==> src/rtl/ebt_pkg.sv <==
// Shared constants and types for the eight-bit timer with prescaler
package ebt_pkg;
  localparam int unsigned ADDR_W = 4;
  localparam int unsigned DATA_W = 8;
  localparam int unsigned PS_W = 3;
  localparam int unsigned DIV_W = 7;
  localparam int unsigned NUM_EVENTS = 2;

  // Register offsets
  localparam logic [3:0] OFF_CTRL = 4'h0;
  localparam logic [3:0] OFF_COUNT = 4'h1;
  localparam logic [3:0] OFF_INT_STATUS = 4'h2;
  localparam logic [3:0] OFF_INT_MASK = 4'h3;
  localparam logic [3:0] OFF_INT_SET = 4'h4;

  // Control register field positions
  localparam int unsigned CTRL_SRC_BIT = 5;
  localparam int unsigned CTRL_EN_BIT = 4;
  localparam int unsigned CTRL_PS_LSB = 0;

  // Interrupt status and mask bit positions
  localparam int unsigned INT_OVF_BIT = 0;
  localparam int unsigned INT_WAKE_BIT = 1;

  // Values after reset
  localparam logic [7:0] CTRL_RESET = 8'h00;
  localparam logic [7:0] COUNT_RESET = 8'h00;
  localparam logic [7:0] PRELOAD_RESET = 8'h00;
  localparam logic [1:0] INT_STATUS_RESET = 2'h0;
  localparam logic [1:0] INT_MASK_RESET = 2'h0;

  localparam logic [7:0] COUNT_MAX = 8'hff;
  localparam logic [7:0] COUNT_STEP = 8'h01;

  typedef struct packed {
    logic srcSel;
    logic countEnable;
    logic [2:0] prescaleSel;
  } ebt_ctrl_t;
endpackage : ebt_pkg

==> src/rtl/ebt_timer.sv <==
// Eight-bit up-counting timer with preload, prescaler, interrupt and wake-up
`timescale 1ns/100ps
module ebt_timer (
  input wire logic sys_clk,
  input wire logic rst,
  input wire logic subOscClk,
  input wire logic powerDown,
  input wire logic [ebt_pkg::ADDR_W-1:0] regAddr,
  input wire logic [ebt_pkg::DATA_W-1:0] regWrData,
  input wire logic regWrEn,
  input wire logic regRdEn,
  output logic [ebt_pkg::DATA_W-1:0] regRdData,
  output logic irq,
  output logic wakeup
);
  // Register state
  ebt_pkg::ebt_ctrl_t ctrl_reg;
  logic [7:0] count_reg;
  logic [7:0] count_next;
  logic [7:0] preload_reg;
  logic [ebt_pkg::NUM_EVENTS-1:0] intStatus_reg;
  logic [ebt_pkg::NUM_EVENTS-1:0] intMask_reg;
  logic [7:0] rdData_reg;
  logic [7:0] rdData_next;
  logic wakeup_reg;

  // Address decode
  wire selCtrl = regAddr == ebt_pkg::OFF_CTRL;
  wire selCount = regAddr == ebt_pkg::OFF_COUNT;
  wire selStatus = regAddr == ebt_pkg::OFF_INT_STATUS;
  wire selMask = regAddr == ebt_pkg::OFF_INT_MASK;
  wire selSet = regAddr == ebt_pkg::OFF_INT_SET;

  wire wrCtrl = regWrEn & selCtrl;
  wire wrCount = regWrEn & selCount;
  wire wrStatus = regWrEn & selStatus;
  wire wrMask = regWrEn & selMask;
  wire wrSet = regWrEn & selSet;
  wire rdCount = regRdEn & selCount;

  // Counting clock is held off for the access cycle; a lost count is accepted
  wire countInhibit = rdCount | wrCount;

  // Sub-oscillator arrives as a pin, so it is synchronised before use
  logic subTick;
  logic timerTick;

  ebt_edge_sync subSync (
    .sys_clk(sys_clk),
    .rst(rst),
    .asyncIn(subOscClk),
    .risePulse(subTick)
  );

  ebt_prescaler prescaler (
    .sys_clk(sys_clk),
    .rst(rst),
    .ctrl(ctrl_reg),
    .subTick(subTick),
    .inhibit(countInhibit),
    .timerTick(timerTick)
  );

  // Counter step and overflow
  wire countStep = timerTick & ctrl_reg.countEnable;
  wire overflow = countStep & (count_reg == ebt_pkg::COUNT_MAX);
  wire loadNow = wrCount & ~ctrl_reg.countEnable;

  always_comb begin
    count_next = count_reg;
    if (loadNow) begin
      count_next = regWrData;
    end else if (overflow) begin
      count_next = preload_reg;
    end else if (countStep) begin
      count_next = count_reg + ebt_pkg::COUNT_STEP;
    end
  end

  // Control and preload registers
  wire [7:0] ctrlWord = {2'b00, ctrl_reg.srcSel, ctrl_reg.countEnable, 1'b0,
                         ctrl_reg.prescaleSel};

  always_ff @(posedge sys_clk or posedge rst) begin
    if (rst) begin
      ctrl_reg <= ebt_pkg::ebt_ctrl_t'(ebt_pkg::CTRL_RESET[4:0]);
    end else if (wrCtrl) begin
      ctrl_reg.srcSel <= regWrData[ebt_pkg::CTRL_SRC_BIT];
      ctrl_reg.countEnable <= regWrData[ebt_pkg::CTRL_EN_BIT];
      ctrl_reg.prescaleSel <= regWrData[ebt_pkg::CTRL_PS_LSB +: ebt_pkg::PS_W];
    end
  end

  always_ff @(posedge sys_clk or posedge rst) begin
    if (rst) begin
      preload_reg <= ebt_pkg::PRELOAD_RESET;
      count_reg <= ebt_pkg::COUNT_RESET;
    end else begin
      if (wrCount) begin
        preload_reg <= regWrData;
      end
      count_reg <= count_next;
    end
  end

  // Interrupt events; an overflow flag already set suppresses the wake-up
  wire wakeEvent = overflow & powerDown & ~intStatus_reg[ebt_pkg::INT_OVF_BIT];
  wire [ebt_pkg::NUM_EVENTS-1:0] eventHit = {wakeEvent, overflow};

  genvar gi;
  generate
    for (gi = 0; gi < ebt_pkg::NUM_EVENTS; gi = gi + 1) begin : gStatus
      // Hardware set and software set both win over a same-cycle clear
      wire setBit = eventHit[gi] | (wrSet & regWrData[gi]);
      wire clrBit = wrStatus & regWrData[gi];
      always_ff @(posedge sys_clk or posedge rst) begin
        if (rst) begin
          intStatus_reg[gi] <= ebt_pkg::INT_STATUS_RESET[gi];
        end else if (setBit) begin
          intStatus_reg[gi] <= 1'b1;
        end else if (clrBit) begin
          intStatus_reg[gi] <= 1'b0;
        end
      end
    end
  endgenerate

  always_ff @(posedge sys_clk or posedge rst) begin
    if (rst) begin
      intMask_reg <= ebt_pkg::INT_MASK_RESET;
      wakeup_reg <= 1'b0;
    end else begin
      if (wrMask) begin
        intMask_reg <= regWrData[ebt_pkg::NUM_EVENTS-1:0];
      end
      wakeup_reg <= wakeEvent;
    end
  end

  // Mask gating means a cleared enable keeps the flag but not the line
  assign irq = |(intStatus_reg & intMask_reg);
  assign wakeup = wakeup_reg;

  // Read path, data stands in the cycle after the strobe; unmapped reads zero
  always_comb begin
    rdData_next = 8'h00;
    if (regRdEn) begin
      case (1'b1)
        selCtrl: rdData_next = ctrlWord;
        selCount: rdData_next = count_reg;
        selStatus: rdData_next = {6'h00, intStatus_reg};
        selMask: rdData_next = {6'h00, intMask_reg};
        default: rdData_next = 8'h00;
      endcase
    end
  end

  always_ff @(posedge sys_clk or posedge rst) begin
    if (rst) begin
      rdData_reg <= 8'h00;
    end else begin
      rdData_reg <= rdData_next;
    end
  end

  assign regRdData = rdData_reg;
endmodule : ebt_timer

==> src/rtl/ebt_edge_sync.sv <==
// Two-stage synchroniser with rising-edge pulse for the sub-oscillator clock
`timescale 1ns/100ps
module ebt_edge_sync (
  input wire logic sys_clk,
  input wire logic rst,
  input wire logic asyncIn,
  output logic risePulse
);
  logic stage1_reg;
  logic stage2_reg;
  logic stage3_reg;
  logic risePulse_reg;
  wire riseSeen = stage2_reg & ~stage3_reg;

  always_ff @(posedge sys_clk or posedge rst) begin
    if (rst) begin
      stage1_reg <= 1'b0;
      stage2_reg <= 1'b0;
      stage3_reg <= 1'b0;
      risePulse_reg <= 1'b0;
    end else begin
      stage1_reg <= asyncIn;
      stage2_reg <= stage1_reg;
      stage3_reg <= stage2_reg;
      risePulse_reg <= riseSeen;
    end
  end

  assign risePulse = risePulse_reg;
endmodule : ebt_edge_sync

==> src/rtl/ebt_prescaler.sv <==
// Clock source select and binary prescaler producing the timer count enable
`timescale 1ns/100ps
module ebt_prescaler (
  input wire logic sys_clk,
  input wire logic rst,
  input wire ebt_pkg::ebt_ctrl_t ctrl,
  input wire logic subTick,
  input wire logic inhibit,
  output logic timerTick
);
  logic [ebt_pkg::DIV_W-1:0] divCnt_reg;
  logic [ebt_pkg::DIV_W-1:0] divCnt_next;
  logic [7:0] ratioOne;
  logic [ebt_pkg::DIV_W-1:0] divMask;
  logic srcTick;
  logic gatedTick;

  // System clock gives a tick every cycle, sub-oscillator once per its period
  assign srcTick = ctrl.srcSel ? subTick : 1'b1;
  // Inhibit stops the source, so the divider phase is kept during an access
  assign gatedTick = srcTick & ctrl.countEnable & ~inhibit;
  assign ratioOne = 8'h01 << ctrl.prescaleSel;
  assign divMask = 7'(ratioOne - 8'h01);
  // The divided clock falls when all selected low divider bits wrap
  assign timerTick = gatedTick & ((divCnt_reg & divMask) == divMask);
  assign divCnt_next = divCnt_reg + 7'h01;

  always_ff @(posedge sys_clk or posedge rst) begin
    if (rst) begin
      divCnt_reg <= '0;
    end else if (!ctrl.countEnable) begin
      divCnt_reg <= '0;
    end else if (gatedTick) begin
      divCnt_reg <= divCnt_next;
    end
  end
endmodule : ebt_prescaler

==> config.mk <==
export PLATFORM = sky130hd
export DESIGN_NAME = ebt_timer
export DESIGN_NICKNAME = d
export VERILOG_FILES = /design/src/rtl/ebt_pkg.sv /design/src/rtl/ebt_timer.sv /design/src/rtl/ebt_edge_sync.sv /design/src/rtl/ebt_prescaler.sv
export SDC_FILE = /design/constraint.sdc
export NUM_CORES = 1
export LEC_CHECK = 0
export BUFFER_PORTS_ARGS = -buffer_cell sky130_fd_sc_hd__buf_4
export CORE_MARGIN = 2
export CORE_UTILIZATION = 30
export CTS_CLUSTER_SIZE = 12
export DETAILED_ROUTE_END_ITERATION = 10
export SLEW_MARGIN = 15
export SYNTH_ARGS = -nofsm -noshare
export SYNTH_HDL_FRONTEND = slang
export SYNTH_SLANG_ARGS = --single-unit
==> constraint.sdc <==
create_clock -name sys_clk -period 1.6 [get_ports sys_clk]
set_clock_uncertainty 0.1 [all_clocks]
set_input_delay 0.16 -clock sys_clk [delete_from_list [all_inputs] [get_ports sys_clk]]
set_output_delay 0.16 -clock sys_clk [all_outputs]
set_load 0.1 [all_outputs]
Yosys cells after proc, flatten, opt, wreduce, memory -nomap -nowiden --
Index checks and enable logic that the tools add are counted.
Operators by class: $add $sub $neg 3, multiply operators 0, divide/modulo/power cells 0, magnitude comparators 0, equality and inequality tests 7, shift operators 1, multiplexer cells 15, bitwise logic cells 28, reduce and logical (&&, ||, !) cells 5
Operator list (number):
- 8-bit two-way mux | 6
- 1-bit AND | 19
- 7-bit two-way mux | 2
- 8-bit by 1-bit adder with 8-bit output (second input constant) | 1
- 4-bit by 2-bit == test with 1-bit output (second input constant) | 2
- 8-bit == test (second input constant) | 1
- 7-bit by 1-bit adder with 7-bit output (second input constant) | 1
- 7-bit AND | 1
- 7-bit == test | 1
- 1-bit by 3-bit left shift with 7-bit output (first input constant) | 1
- 7-bit by 1-bit subtractor with 7-bit output (second input constant) | 1
- 1-bit two-way mux | 5
- 4-bit by 1-bit == test with 1-bit output (second input constant) | 1
- 4-bit by 3-bit == test with 1-bit output (second input constant) | 1
- 4-bit logical NOT | 1
- 2-bit two-way mux | 2
- 1-bit inverter | 4
- 2-bit nonzero test | 2
- 1-bit OR | 3
- 3-bit nonzero test | 1
- 2-bit AND | 1
- 2-bit by 1-bit inequality test with 1-bit output (second input constant) | 1
- 2-bit OR reduction | 1
Word-level totals: register bits after elaboration 45, bits in latches 0, bits in writable memories 0, bits in read-only memories 0, input port bits 18, output and inout bits 10, word-level logic and storage cells 74, memories kept 0

Longest topological paths before layout --
Gate-level depths: netlist of run 1.
depth in word-level cells 12, depth in mapped cells 8, gate-level depth less buffers 6

Hierarchy --
A second synthesis of run 1 with hierarchy kept.
Unflattened totals: cells, all modules 201, area total of the unflattened synthesis 2255.9 sq um
By module, submodules not included:
- ebt_timer | instances 1, cells each 149, area each 1672.9 sq um, seq. area each 850.8 sq um
- ebt_prescaler | instances 1, cells each 46, area each 465.4 sq um, seq. area each 175.2 sq um
- ebt_edge_sync | instances 1, cells each 6, area each 117.6 sq um, seq. area each 100.1 sq um

Worst setup path before layout of run 1 --
No wires, ideal clock.
path type input to register, start point in regAddr[1] (netlist name), end point reg count_reg[7], setup time 0.126 ns, data arrival time 1.541 ns, data required time 1.374 ns, slack -0.167 ns, cell stages on the path 8, path buffers 2, cell sequence buf_6 or3_4 o221ai_4 a21oi_2 nand4_2 buf_6 a311oi_1 a221o_1
Between the ends: word-level cells in the longest chain between the ends 10, elaborated cells between the ends (all ways) 13, classes of those cells eq/ne: 1; mux: 2; bitwise: 9; reduce/logical: 1
Ends and longest elaborated chain:
- start: declaration | line ebt_timer.sv:8 | input wire logic [ebt_pkg::ADDR_W-1:0] regAddr,
- 4-bit by 1-bit == test with 1-bit output (*) | line ebt_timer.sv:29 | wire selCount = regAddr == ebt_pkg::OFF_COUNT;
- 1-bit AND (on tied branches) | line ebt_timer.sv:39, ebt_timer.sv:35
- 1-bit OR | line ebt_timer.sv:42 | wire countInhibit = rdCount | wrCount;
- 1-bit inverter | line ebt_prescaler.sv:21 | assign gatedTick = srcTick & ctrl.countEnable & ~inhibit;
- 1-bit AND | line ebt_prescaler.sv:21
- 1-bit AND | line ebt_prescaler.sv:25 | assign timerTick = gatedTick & ((divCnt_reg & divMask) == divMask);
- 1-bit AND | line ebt_timer.sv:65 | wire countStep = timerTick & ctrl_reg.countEnable;
- 1-bit AND | line ebt_timer.sv:66 | wire overflow = countStep & (count_reg == ebt_pkg::COUNT_MAX);
- 8-bit two-way mux | line ebt_timer.sv:73 | end else if (overflow) begin
- 8-bit two-way mux | line ebt_timer.sv:71 | if (loadNow) begin
- end signal: assignment | line ebt_timer.sv:97 | count_reg <= ebt_pkg::COUNT_RESET;
- end signal: assignment | line ebt_timer.sv:102 | count_reg <= count_next;
- end: declaration | line ebt_timer.sv:18 | logic [7:0] count_reg;
Mark *: on every way between the ends. The rest lies on a longest branch, timed or not. A chain may end at the register's enable or synchronous reset.

Worst setup path after layout of run 1 --
start point reg prescaler.divCnt_reg[2] (netlist name), end point reg count_reg[5]
Between the ends: word-level cells in the longest chain between the ends 7, elaborated cells between the ends (all ways) 8, classes of those cells eq/ne: 1; mux: 2; bitwise: 4; reduce/logical: 1
Ends and longest elaborated chain:
- start: declaration | line ebt_prescaler.sv:11 | logic [ebt_pkg::DIV_W-1:0] divCnt_reg;
- start signal: assignment | line ebt_prescaler.sv:34 | divCnt_reg <= divCnt_next;
- 7-bit AND (*) | line ebt_prescaler.sv:25
- 7-bit == test (*) | line ebt_prescaler.sv:25
- 1-bit AND (*) | line ebt_prescaler.sv:25
- 1-bit AND (*) | line ebt_timer.sv:65
- 1-bit AND | line ebt_timer.sv:66
- 8-bit two-way mux | line ebt_timer.sv:73
- 8-bit two-way mux | line ebt_timer.sv:71
Marked as above.

==> impl_results.md, run 1 <==
- Status: finished, violations left
- Failing checks: setup timing
- Pre-Repair DR Iteration Count: 4
- Clock latency on the worst-skew pair: 0.29 ns
- DR vias: 1761
- CTS tree: built
- Worst EP required: 1.68 ns
- Hold Fails Final Rpt: 0
- CP Depth: 7
- Initial Util: 30.4%
- Yosys cell types: 43
- Port bufs: 27
- Avg WL per Cell: 14.3 um
- CP Max Fanout: 6
- Initial drt markers: 116
- Pleak: 0.00145 uW
- Setup WS post-layout: -0.171 ns
- Hold Crit Depth: 3
- CP bufs+invs: 2
- Clk slew on worst S/H paths: 0.08 ns
- Vias in the first global route: 1721
- Final setup viols: 11
- DRC Markers: 0
- Die area: 0.00793 mm2
- CORE AREA: 0.00714 mm2
- Mapped Cells: 190
- Post-placement cell count: 354
- HPWL Detailed: 3840 um
- Worst path cell trace: buf_4 > buf_4 > nand2_1 > o22ai_2 > nand4_4 > o21a_4 > a221o_1
- Diodes inserted: 0
- Yosys Warn Count: 0
- Final worst path period share: 111%
- Crit path top cell by count: buf_4
- Slowest cell delay on critical path: 0.37 ns
- Peak VDD IR: 0.000502 V
- CTS Root Cell: clkbuf_8
- Synth Area per Inst: 11.4 um2
- Final count of pins violating max slew: 0
- Crit path capture type: flop
- Most common cell after layout, fill and taps aside: buf_4
- Largest net degree at the start of global routing: 46
- Fin cells: 372
- Worst r2r path cells: 7
- Post-Syn Nets: 210
- Initial antenna violation count: 0
- H-tree depth: 2
- Setup CP Type: reg2reg
- Final ANT Viol Nets: 0
- Top_reg_cell synth: dfrtp_1
- Rows: 31
- Pre-CTS setup slack: -0.283 ns
- CTS max path bufs: 2
- HP Class: in2reg
- Fin nets: 293
- CP delay by family, top: compound AO/OA/AOI/OAI gates
- Register area share after synthesis: 51.9%
- Startpoint types: flop
- Yosys top cell area share: 51.9%
- Top cell type by total area after synthesis: dfrtp_1
- Actual slew at the worst max-slew pin: 0.406 ns
- Top Ports: 28
- Mapped Area: 0.00217 mm2
- Fill cells: 709
- Post-synth EDFFs: 0
- First-pass GRT wire length: 8340 um
- Slowest CP cell: dfrtp_1
- Total Routing Usage GR: 14.1%
- Most frequent cells in the layout: buf_4 (74), dfrtp_1 (45), nor2_1 (14), nand2_1 (14), mux2_2 (14)
- Synthesis-stage register bit count: 45
- CP arrival: 1.85 ns
- Placer Congestion: 0.854
- Final Critical Period: 1.77 ns
- FFs w/ async S/R, synth: 100%
- Total congestion overflow: 0
- Synth top area cells: dfrtp_1 (52%), mux2_2 (7.3%), a221o_1 (3.2%)
- Power Density: 1130 mW/mm2
- Chip Width: 89.1 um
- Max-Cap Viols: 0
- Layout cells sized above 1: 44.3%
- DIE HEIGHT: 89.1 um
- Cts bufs inserted: 5
- Max-slew headroom: 72.6%
- Drt total wl: 5320 um
- Vias per cell: 4.73
- Fmax: 0.565 GHz
- RSZ-0062 raised after global routing: true
- Clock sinks: 45
- Area delta synth->final: 43.3%
cell families (layout without fill, tap and decap cells):
kind of cell / after synthesis / after routing / share of synthesized area, %
and+or+nand+nor: 67 / 67 / 16.6
AOI/OAI and AO/OA: 30 / 30 / 11.5
muxes: 22 / 22 / 12.1
buffers and inverters: 16 / 99 / 3.52
DFF: 45 / 45 / 51.9
adders and majority gates: 2 / 2 / 1.15
xor gates and xnor gates: 8 / 8 / 3.23
synthesized netlist by cell type, drive strengths merged, types with 2 or more instances:
library cell / count
a211oi: 3
a21oi: 5
a221o: 7
and2: 5
and3: 7
buf: 4
clkbuf: 3
dfrtp: 45
ha: 2
inv: 9
mux2: 14
mux2i: 6
mux4: 2
nand2: 15
nand3: 9
nand4: 2
nor2: 14
nor2b: 4
nor3: 5
o21ai: 4
o221ai: 3
xnor2: 4
xor2: 4
area by class of cell:
type	count	area, um2	share of cell area [%]
Clock buffer	5	68.8	2.21
Timing Repair Buffer	83	658	21.2
Inverter	9	33.8	1.09
Sequential cell	45	1130	36.2
Tap cell	99	124	3.98
Clock inverter	2	35.0	1.13
Multi-Input combinational cell	129	1070	34.3
worst register-to-register path, delay by kind of cell (launching register included):
family,cells,cell delay [ns]
compound gates,3,0.69
flops,1,0.37
simple gates,2,0.28
buf+inv,2,0.22
power by group:
part / total [uW] / switching, uW / internal, uW
logic: 1180 / 592 / 590
clock network: 834 / 380 / 454
registers: 1490 / 152 / 1330
total: 3500 / 1120 / 2380
metrics by stage:
step           utilization, %  cell area [um2]  total power [uW]  TNS, ns  hold slack, ns
5_1_grt                  43.6             3110              3710    -2.17          0.0198
3_5_place_dp             39.6             2830              2600    -3.17           0.127
4_1_cts                  43.0             3070              3500    -1.54          0.0107
6_report                 43.6             3110              3500    -1.38          0.0203
3_3_place_gp             39.6             2830              2580    -2.38           0.131
2_1_floorplan               -             2200              2130   -0.636          0.0914
worst paths after layout:
check | start | to | slack (ns)
hold reg to reg | subSync.stage1_reg | subSync.stage2_reg | 0.26
min in group asynchronous | rst | prescaler.divCnt_reg[4] | 0.35
setup reg to reg | prescaler.divCnt_reg[2] | count_reg[5] | -0.17
hold / removal | regWrData[4] | count_reg[4] | 0.02
max in group asynchronous | rst | regRdData[0] | 0.82
setup / recovery | prescaler.divCnt_reg[2] | count_reg[5] | -0.17
layer usage:
metal,GRT usage [%],part of all wire [%]
met5,0,0
met4,6.78,2.3
met1,18.7,45
met2,21.5,49
met3,3.51,3.8
timing repair:
item	CTS	global route
hold buffers	6	0
resized for setup	9	9
pin swaps	4	4
endpoints found under the setup margin	13	13
endpoints found under the hold margin	52	0
gates cloned	0	0
buffers inserted	4	1
Power figures use the tool's default switching activity.
==> run 2, diff against run 1 <==
Settings changed: CORE_MARGIN 2 to not set.
==> run 2 against run 1 <==
  * The run still ends with setup timing left
  * Final area is 0.56% lower
  * Utilization grew 1.2 points
  * Hold slack lost 0.0085 ns
  * Critical path type unchanged
  * Global-route usage up 1.2 points
  * Combinational power about the same
  * Register-to-register slack about the same
  * Clock power down 13%
  * Largest cell class unchanged
  * Worst setup slack gained 0.014 ns
==> impl_results.md, run 2 (same netlist as run 1, synthesis figures left out) <==
- Status: finished, violations left (unchanged)
- Failing checks: setup timing (unchanged)
- Post-layout util: 44.8% (was 43.6%)
- CP arrival: 1.84 ns (was 1.85 ns)
- Clock sinks: 45 (unchanged)
- Rows: 30 (was 31)
- Initial antenna violation count: 0 (unchanged)
- Worst r2r path cells: 6 (was 7)
- Hold Path Origin: regWrData[7] (was regWrData[4])
- Reg2reg setup slack: -0.16 ns (was -0.17 ns)
- Most common cell after layout, fill and taps aside: buf_4 (unchanged)
- Final setup viols: 10 (was 11)
- Max-slew headroom: 66.4% (was 72.6%)
- Initial Util: 31.4% (was 30.4%)
- Layout cells sized above 1: 44.9% (was 44.3%)
- Post-Route Setup TNS: -1.18 ns (was -1.38 ns)
- Final worst path period share: 110% (was 111%)
- Power Density: 1090 mW/mm2 (was 1130 mW/mm2)
- Crit path capture type: flop (unchanged)
- Placement-stage cell area: 0.00283 mm2 (about the same)
- DRC Markers: 0 (unchanged)
- Placer Congestion: 0.841 (was 0.854)
- Most frequent cells in the layout: buf_4 (74), dfrtp_1 (45), nand2_1 (15), nor2_1 (14), mux2_2 (14) (was buf_4 (74), dfrtp_1 (45), nor2_1 (14), nand2_1 (14), mux2_2 (14))
- Pleak: 0.00143 uW (was 0.00145 uW)
- H-tree depth: 2 (unchanged)
- First-pass GRT wire length: 8690 um (was 8340 um)
- RSZ-0062 raised after global routing: true (unchanged)
- Avg WL per Cell: 14.0 um (was 14.3 um)
- Final ANT Viol Nets: 0 (unchanged)
- Hold Crit Endpoint: preload_reg[7] (was count_reg[4])
- Pre-Repair DR Iteration Count: 4 (unchanged)
- Max-Cap Viols: 0 (unchanged)
- Hold Fails Final Rpt: 0 (unchanged)
- CTS Root Cell: clkbuf_8 (unchanged)
- Setup CP Type: reg2reg (unchanged)
- Initial drt markers: 79 (was 116)
- CTS max path bufs: 2 (unchanged)
- Diodes inserted: 0 (unchanged)
- Setup WS post-layout: -0.157 ns (was -0.171 ns)
- Largest net degree at the start of global routing: 25 (was 46)
- GR Util met1: 21.4% (was 18.7%)
- Most used routing layer: met2 (unchanged)
- Post-route cell area: 0.00309 mm2 (was 0.00311 mm2)
- Total power: 3370 uW (was 3500 uW)
- Top Ports: 28 (unchanged)
- CTS tree: built (unchanged)
- CP Max Fanout: 6 (unchanged)
- HP Class: in2reg (unchanged)
- Fin Hold WS: 0.0117 ns (was 0.0203 ns)
- Critical Path Start: prescaler.divCnt_reg[2] (unchanged)
- CORE AREA: 0.00691 mm2 (was 0.00714 mm2)
- Clk slew on worst S/H paths: 0.08 ns (about the same)
- Startpoint types: flop (unchanged)
- Fin nets: 292 (was 293)
- Total congestion overflow: 0 (unchanged)
- RR Startpoint: prescaler.divCnt_reg[2] (unchanged)
- Port bufs: 27 (unchanged)
- Drt total wl: 5160 um (was 5320 um)
- Fmax: 0.569 GHz (was 0.565 GHz)
- Die area: 0.00758 mm2 (was 0.00793 mm2)
- Met2 Use GR: 23.4% (was 21.5%)
- Worst EP required: 1.69 ns (was 1.68 ns)
- Final count of pins violating max slew: 0 (unchanged)
- Peak VDD IR: 0.000533 V (was 0.000502 V)
- Hold Crit Depth: 2 (was 3)
- Vias per cell: 4.76 (was 4.73)
- Area delta synth->final: 42.5% (was 43.3%)
- Final Critical Period: 1.76 ns (was 1.77 ns)
- Cts bufs inserted: 5 (unchanged)
- Vias in the first global route: 1756 (was 1721)
- Clock latency on the worst-skew pair: 0.30 ns (was 0.29 ns)
- Total Routing Usage GR: 15.2% (was 14.1%)
- Actual slew at the worst max-slew pin: 0.503 ns (was 0.406 ns)
- Grt met3 use: 3.51% (about the same)
- Fill cells: 685 (was 709)
- HPWL Detailed: 3840 um (about the same)
- DR vias: 1750 (was 1761)
- DIE HEIGHT: 87.1 um (was 89.1 um)
- Chip Width: 87.1 um (was 89.1 um)
- R2R Path End: count_reg[7] (was count_reg[5])
==> run 2: changes by cell type in the layout (fill, tap and decap cells not counted), sizes merged <==
| cell | change |
|---|---|
| clkinvlp | +1 |
| bufinv | -1 |
| clkinv | -1 |
| clkbuf | +1 |
| dlygate4sd3 | -1 |
==> run 2: worst max-delay path by stage <==
stage / endpoint / slack (ns) / cells past startpoint
2_1_floorplan: count_reg[7] / -0.10 / 6
3_3_place_gp: prescaler.divCnt_reg[6] / -0.19 / 9
3_5_place_dp: intStatus_reg[1] / -0.27 / 6
4_1_cts: count_reg[7] / -0.18 / 6
5_1_grt: count_reg[6] / -0.22 / 6
6_report: count_reg[7] / -0.16 / 6
==> run 2: cell type report <==
cell class	instances	area [um2]	area share [%]
Clock inverter	1	7.51	0.243
Clock buffer	6	82.6	2.67
Sequential cell	45	1130	36.4
Timing Repair Buffer	82	639	20.7
Inverter	9	33.8	1.09
Tap cell	96	120	3.88
Multi-Input combinational cell	129	1080	35.1
==> run 2: power by group <==
part / leakage [uW] / total [uW] / internal (uW) / switching, uW
clock: 0.0000433 / 722 / 342 / 380
combinational: 0.000818 / 1170 / 580 / 590
sequential: 0.000571 / 1480 / 1330 / 148
==> run 2: layer usage <==
layer	part of all wire, %	vias to the layer above
li1	-	849
met1	49	866
met2	46	29
met3	4.0	6
met4	1.2	0
met5	0	-
==> run 2: what timing repair did <==
action                     in CTS  in global routing
pin swaps                       4                  4
gates resized for setup        12                  8
gates cloned                    0                  0
setup endpoints to repair      13                 14
hold endpoints to repair       27                  0
hold buffers                    5                  0
buffers inserted                2                  1
==> run 2: worst max-delay path: stages (launching register included) <==
cell	delay (ns)
dfrtp_1	0.35
inv_1	0.05
a221o_1	0.36
a21oi_2	0.18
nand4_4	0.14
o21a_4	0.18
a221o_1	0.30
==> run 2: through the flow <==
step	instances	worst slack, ns
after detailed placement	353	-0.272
after global placement	353	-0.187
after floorplan	190	-0.102
after global routing	368	-0.224
final	368	-0.157
after CTS	367	-0.179
==> run 3, diff against run 2 <==
Settings changed: SKIP_LAST_GASP set to 1.
==> run 3 against run 2 <==
  * The flow still finishes with violations (setup timing)
  * Global-route usage is the same
  * Clock-buffer cell count did not move
  * Final cell count unchanged
  * Clock power is essentially flat
  * Non-clock buffer count unchanged
  * Largest cell class unchanged
==> impl_results.md, run 3 (same netlist as run 1, synthesis figures left out) <==
- Status: finished, violations left (unchanged)
- Failing checks: setup timing (unchanged)
- Port bufs: 27 (unchanged)
- Worst EP required: 1.69 ns (about the same)
- HPWL Detailed: 3840 um (unchanged)
- Chip Width: 87.1 um (unchanged)
- RSZ-0062 raised after global routing: true (unchanged)
- Net Switching: 1120 uW (about the same)
- CTS tree: built (unchanged)
- DIE HEIGHT: 87.1 um (unchanged)
- Diodes inserted: 0 (unchanged)
- Drt total wl: 5150 um (was 5160 um)
- Placer Congestion: 0.841 (unchanged)
- DR vias: 1746 (was 1750)
- Reg2reg setup slack: -0.16 ns (about the same)
- Internal power: 2260 uW (about the same)
- Largest net degree at the start of global routing: 25 (unchanged)
- Power Density: 1090 mW/mm2 (about the same)
- Fmax: 0.569 GHz (about the same)
- H-tree depth: 2 (unchanged)
- First-pass GRT wire length: 8690 um (unchanged)
- Startpoint types: flop (unchanged)
- Final ANT Viol Nets: 0 (unchanged)
- Pleak: 0.00143 uW (unchanged)
- Met2 Use GR: 23.4% (unchanged)
- DRC Markers: 0 (unchanged)
- Fin nets: 292 (unchanged)
- Rows: 30 (unchanged)
- R2R Path End: count_reg[7] (unchanged)
- CORE AREA: 0.00691 mm2 (unchanged)
- Worst r2r path cells: 6 (unchanged)
- Final setup viols: 10 (unchanged)
- Total congestion overflow: 0 (unchanged)
- Final Critical Period: 1.76 ns (about the same)
- Most common cell after layout, fill and taps aside: buf_4 (unchanged)
- Clock Power Share: 21.4% (about the same)
- CP Max Fanout: 6 (unchanged)
- Setup CP Type: reg2reg (unchanged)
- Final count of pins violating max slew: 0 (unchanged)
- Setup WS post-layout: -0.157 ns (about the same)
- CTS max path bufs: 2 (unchanged)
- Avg WL per Cell: 14.0 um (about the same)
- Most frequent cells in the layout: buf_4 (74), dfrtp_1 (45), nand2_1 (15), nor2_1 (14), mux2_2 (14) (unchanged)
- Fin Hold WS: 0.0118 ns (was 0.0117 ns)
- Final worst path period share: 110% (about the same)
- Max-Cap Viols: 0 (unchanged)
- Actual slew at the worst max-slew pin: 0.503 ns (unchanged)
- Peak VDD IR: 0.000533 V (unchanged)
- Initial Util: 31.4% (unchanged)
- Initial antenna violation count: 0 (unchanged)
- Total Routing Usage GR: 15.2% (unchanged)
- Vias in the first global route: 1756 (unchanged)
- Vias per cell: 4.74 (was 4.76)
- Initial drt markers: 79 (unchanged)
- Die area: 0.00758 mm2 (unchanged)
- RR Startpoint: prescaler.divCnt_reg[2] (unchanged)
- Critical Path Start: prescaler.divCnt_reg[2] (unchanged)
- Area delta synth->final: 42.5% (unchanged)
- CTS Root Cell: clkbuf_8 (unchanged)
- Hold Fails Final Rpt: 0 (unchanged)
- Net Sw Frac: 33.1% (about the same)
- Cts bufs inserted: 5 (unchanged)
- Flop pwr share: 43.9% (about the same)
- Max-slew headroom: 66.4% (unchanged)
- Critical Path End: count_reg[7] (unchanged)
- Clock sinks: 45 (unchanged)
- Layout cells sized above 1: 44.9% (unchanged)
- CP arrival: 1.84 ns (about the same)
- HP Class: in2reg (unchanged)
- Pre-Repair DR Iteration Count: 4 (unchanged)
- Crit path capture type: flop (unchanged)
- GR Util met1: 21.4% (unchanged)
- Clk slew on worst S/H paths: 0.08 ns (about the same)
- Comb pwr share: 34.7% (about the same)
- Total power: 3370 uW (about the same)
- Grt met3 use: 3.51% (unchanged)
- Clock latency on the worst-skew pair: 0.30 ns (about the same)
- Most used routing layer: met2 (unchanged)
- Top Ports: 28 (unchanged)
-- run 3: cell counts in the layout (fill, tap and decap cells not counted) --
Identical to the previous run, type by type.
-- run 3: routing by layer --
layer	vias up	routed length, um
met3	6	162
li1	849	-
met4	0	59
met2	26	2380
met1	865	2550
met5	-	0
-- run 3: worst min-delay path by stage --
stage / slack, ns / to / depth (start not counted) / from
floorplan: 0.09 / subSync.stage1_reg / 0 / subOscClk
global placement: 0.12 / regRdData[5] / 2 / rst
detailed placement: 0.13 / regRdData[5] / 2 / rst
CTS: 0.004 / count_reg[7] / 2 / regWrData[7]
global route: 0.007 / count_reg[4] / 3 / regWrData[4]
finish: 0.01 / preload_reg[7] / 2 / regWrData[7]
-- run 3: timing repair --
item	CTS	global route
endpoints found under the setup margin	13	14
gates cloned	0	0
setup buffers	2	1
pin swaps	4	4
hold endpoints to repair	27	0
gates resized for setup	11	9
hold buffers	5	0
-- run 3: area by class of cell --
type	count	area, um2
Clock inverter	1	7.51
Clock buffer	6	82.6
Multi-Input combinational cell	129	1080
Fill cell	685	3810
Tap cell	96	120
Timing Repair Buffer	82	639
Inverter	9	33.8
Sequential cell	45	1130
-- run 3: critical path, stage by stage, from the launching register on --
cell	delay, ns
dfrtp_1	0.35
inv_1	0.05
a221o_1	0.36
a21oi_2	0.18
nand4_4	0.14
o21a_4	0.18
a221o_1	0.30
-- run 3: per-stage QoR --
step	TNS [ns]	cells	instance area (um2)	utilization, %	setup WS, ns
floorplan	-0.636	190	2200	-	-0.102
global placement	-1.98	353	2830	40.9	-0.187
detailed placement	-2.97	353	2830	40.9	-0.272
CTS	-1.43	367	3040	44.1	-0.179
global route	-1.90	368	3090	44.8	-0.224
finish	-1.18	368	3090	44.8	-0.157
-- run 3: power groups by stage --
| stage | sequential [uW] | clock [uW] | combinational, uW |
|---|---|---|---|
| finish | 1480 | 723 | 1170 |
| global route | 1510 | 793 | 1290 |
| CTS | 1480 | 750 | 1150 |
| detailed placement | 1500 | 0 | 1100 |
| global placement | 1490 | 0 | 1090 |
| floorplan | 1560 | 0 | 574 |
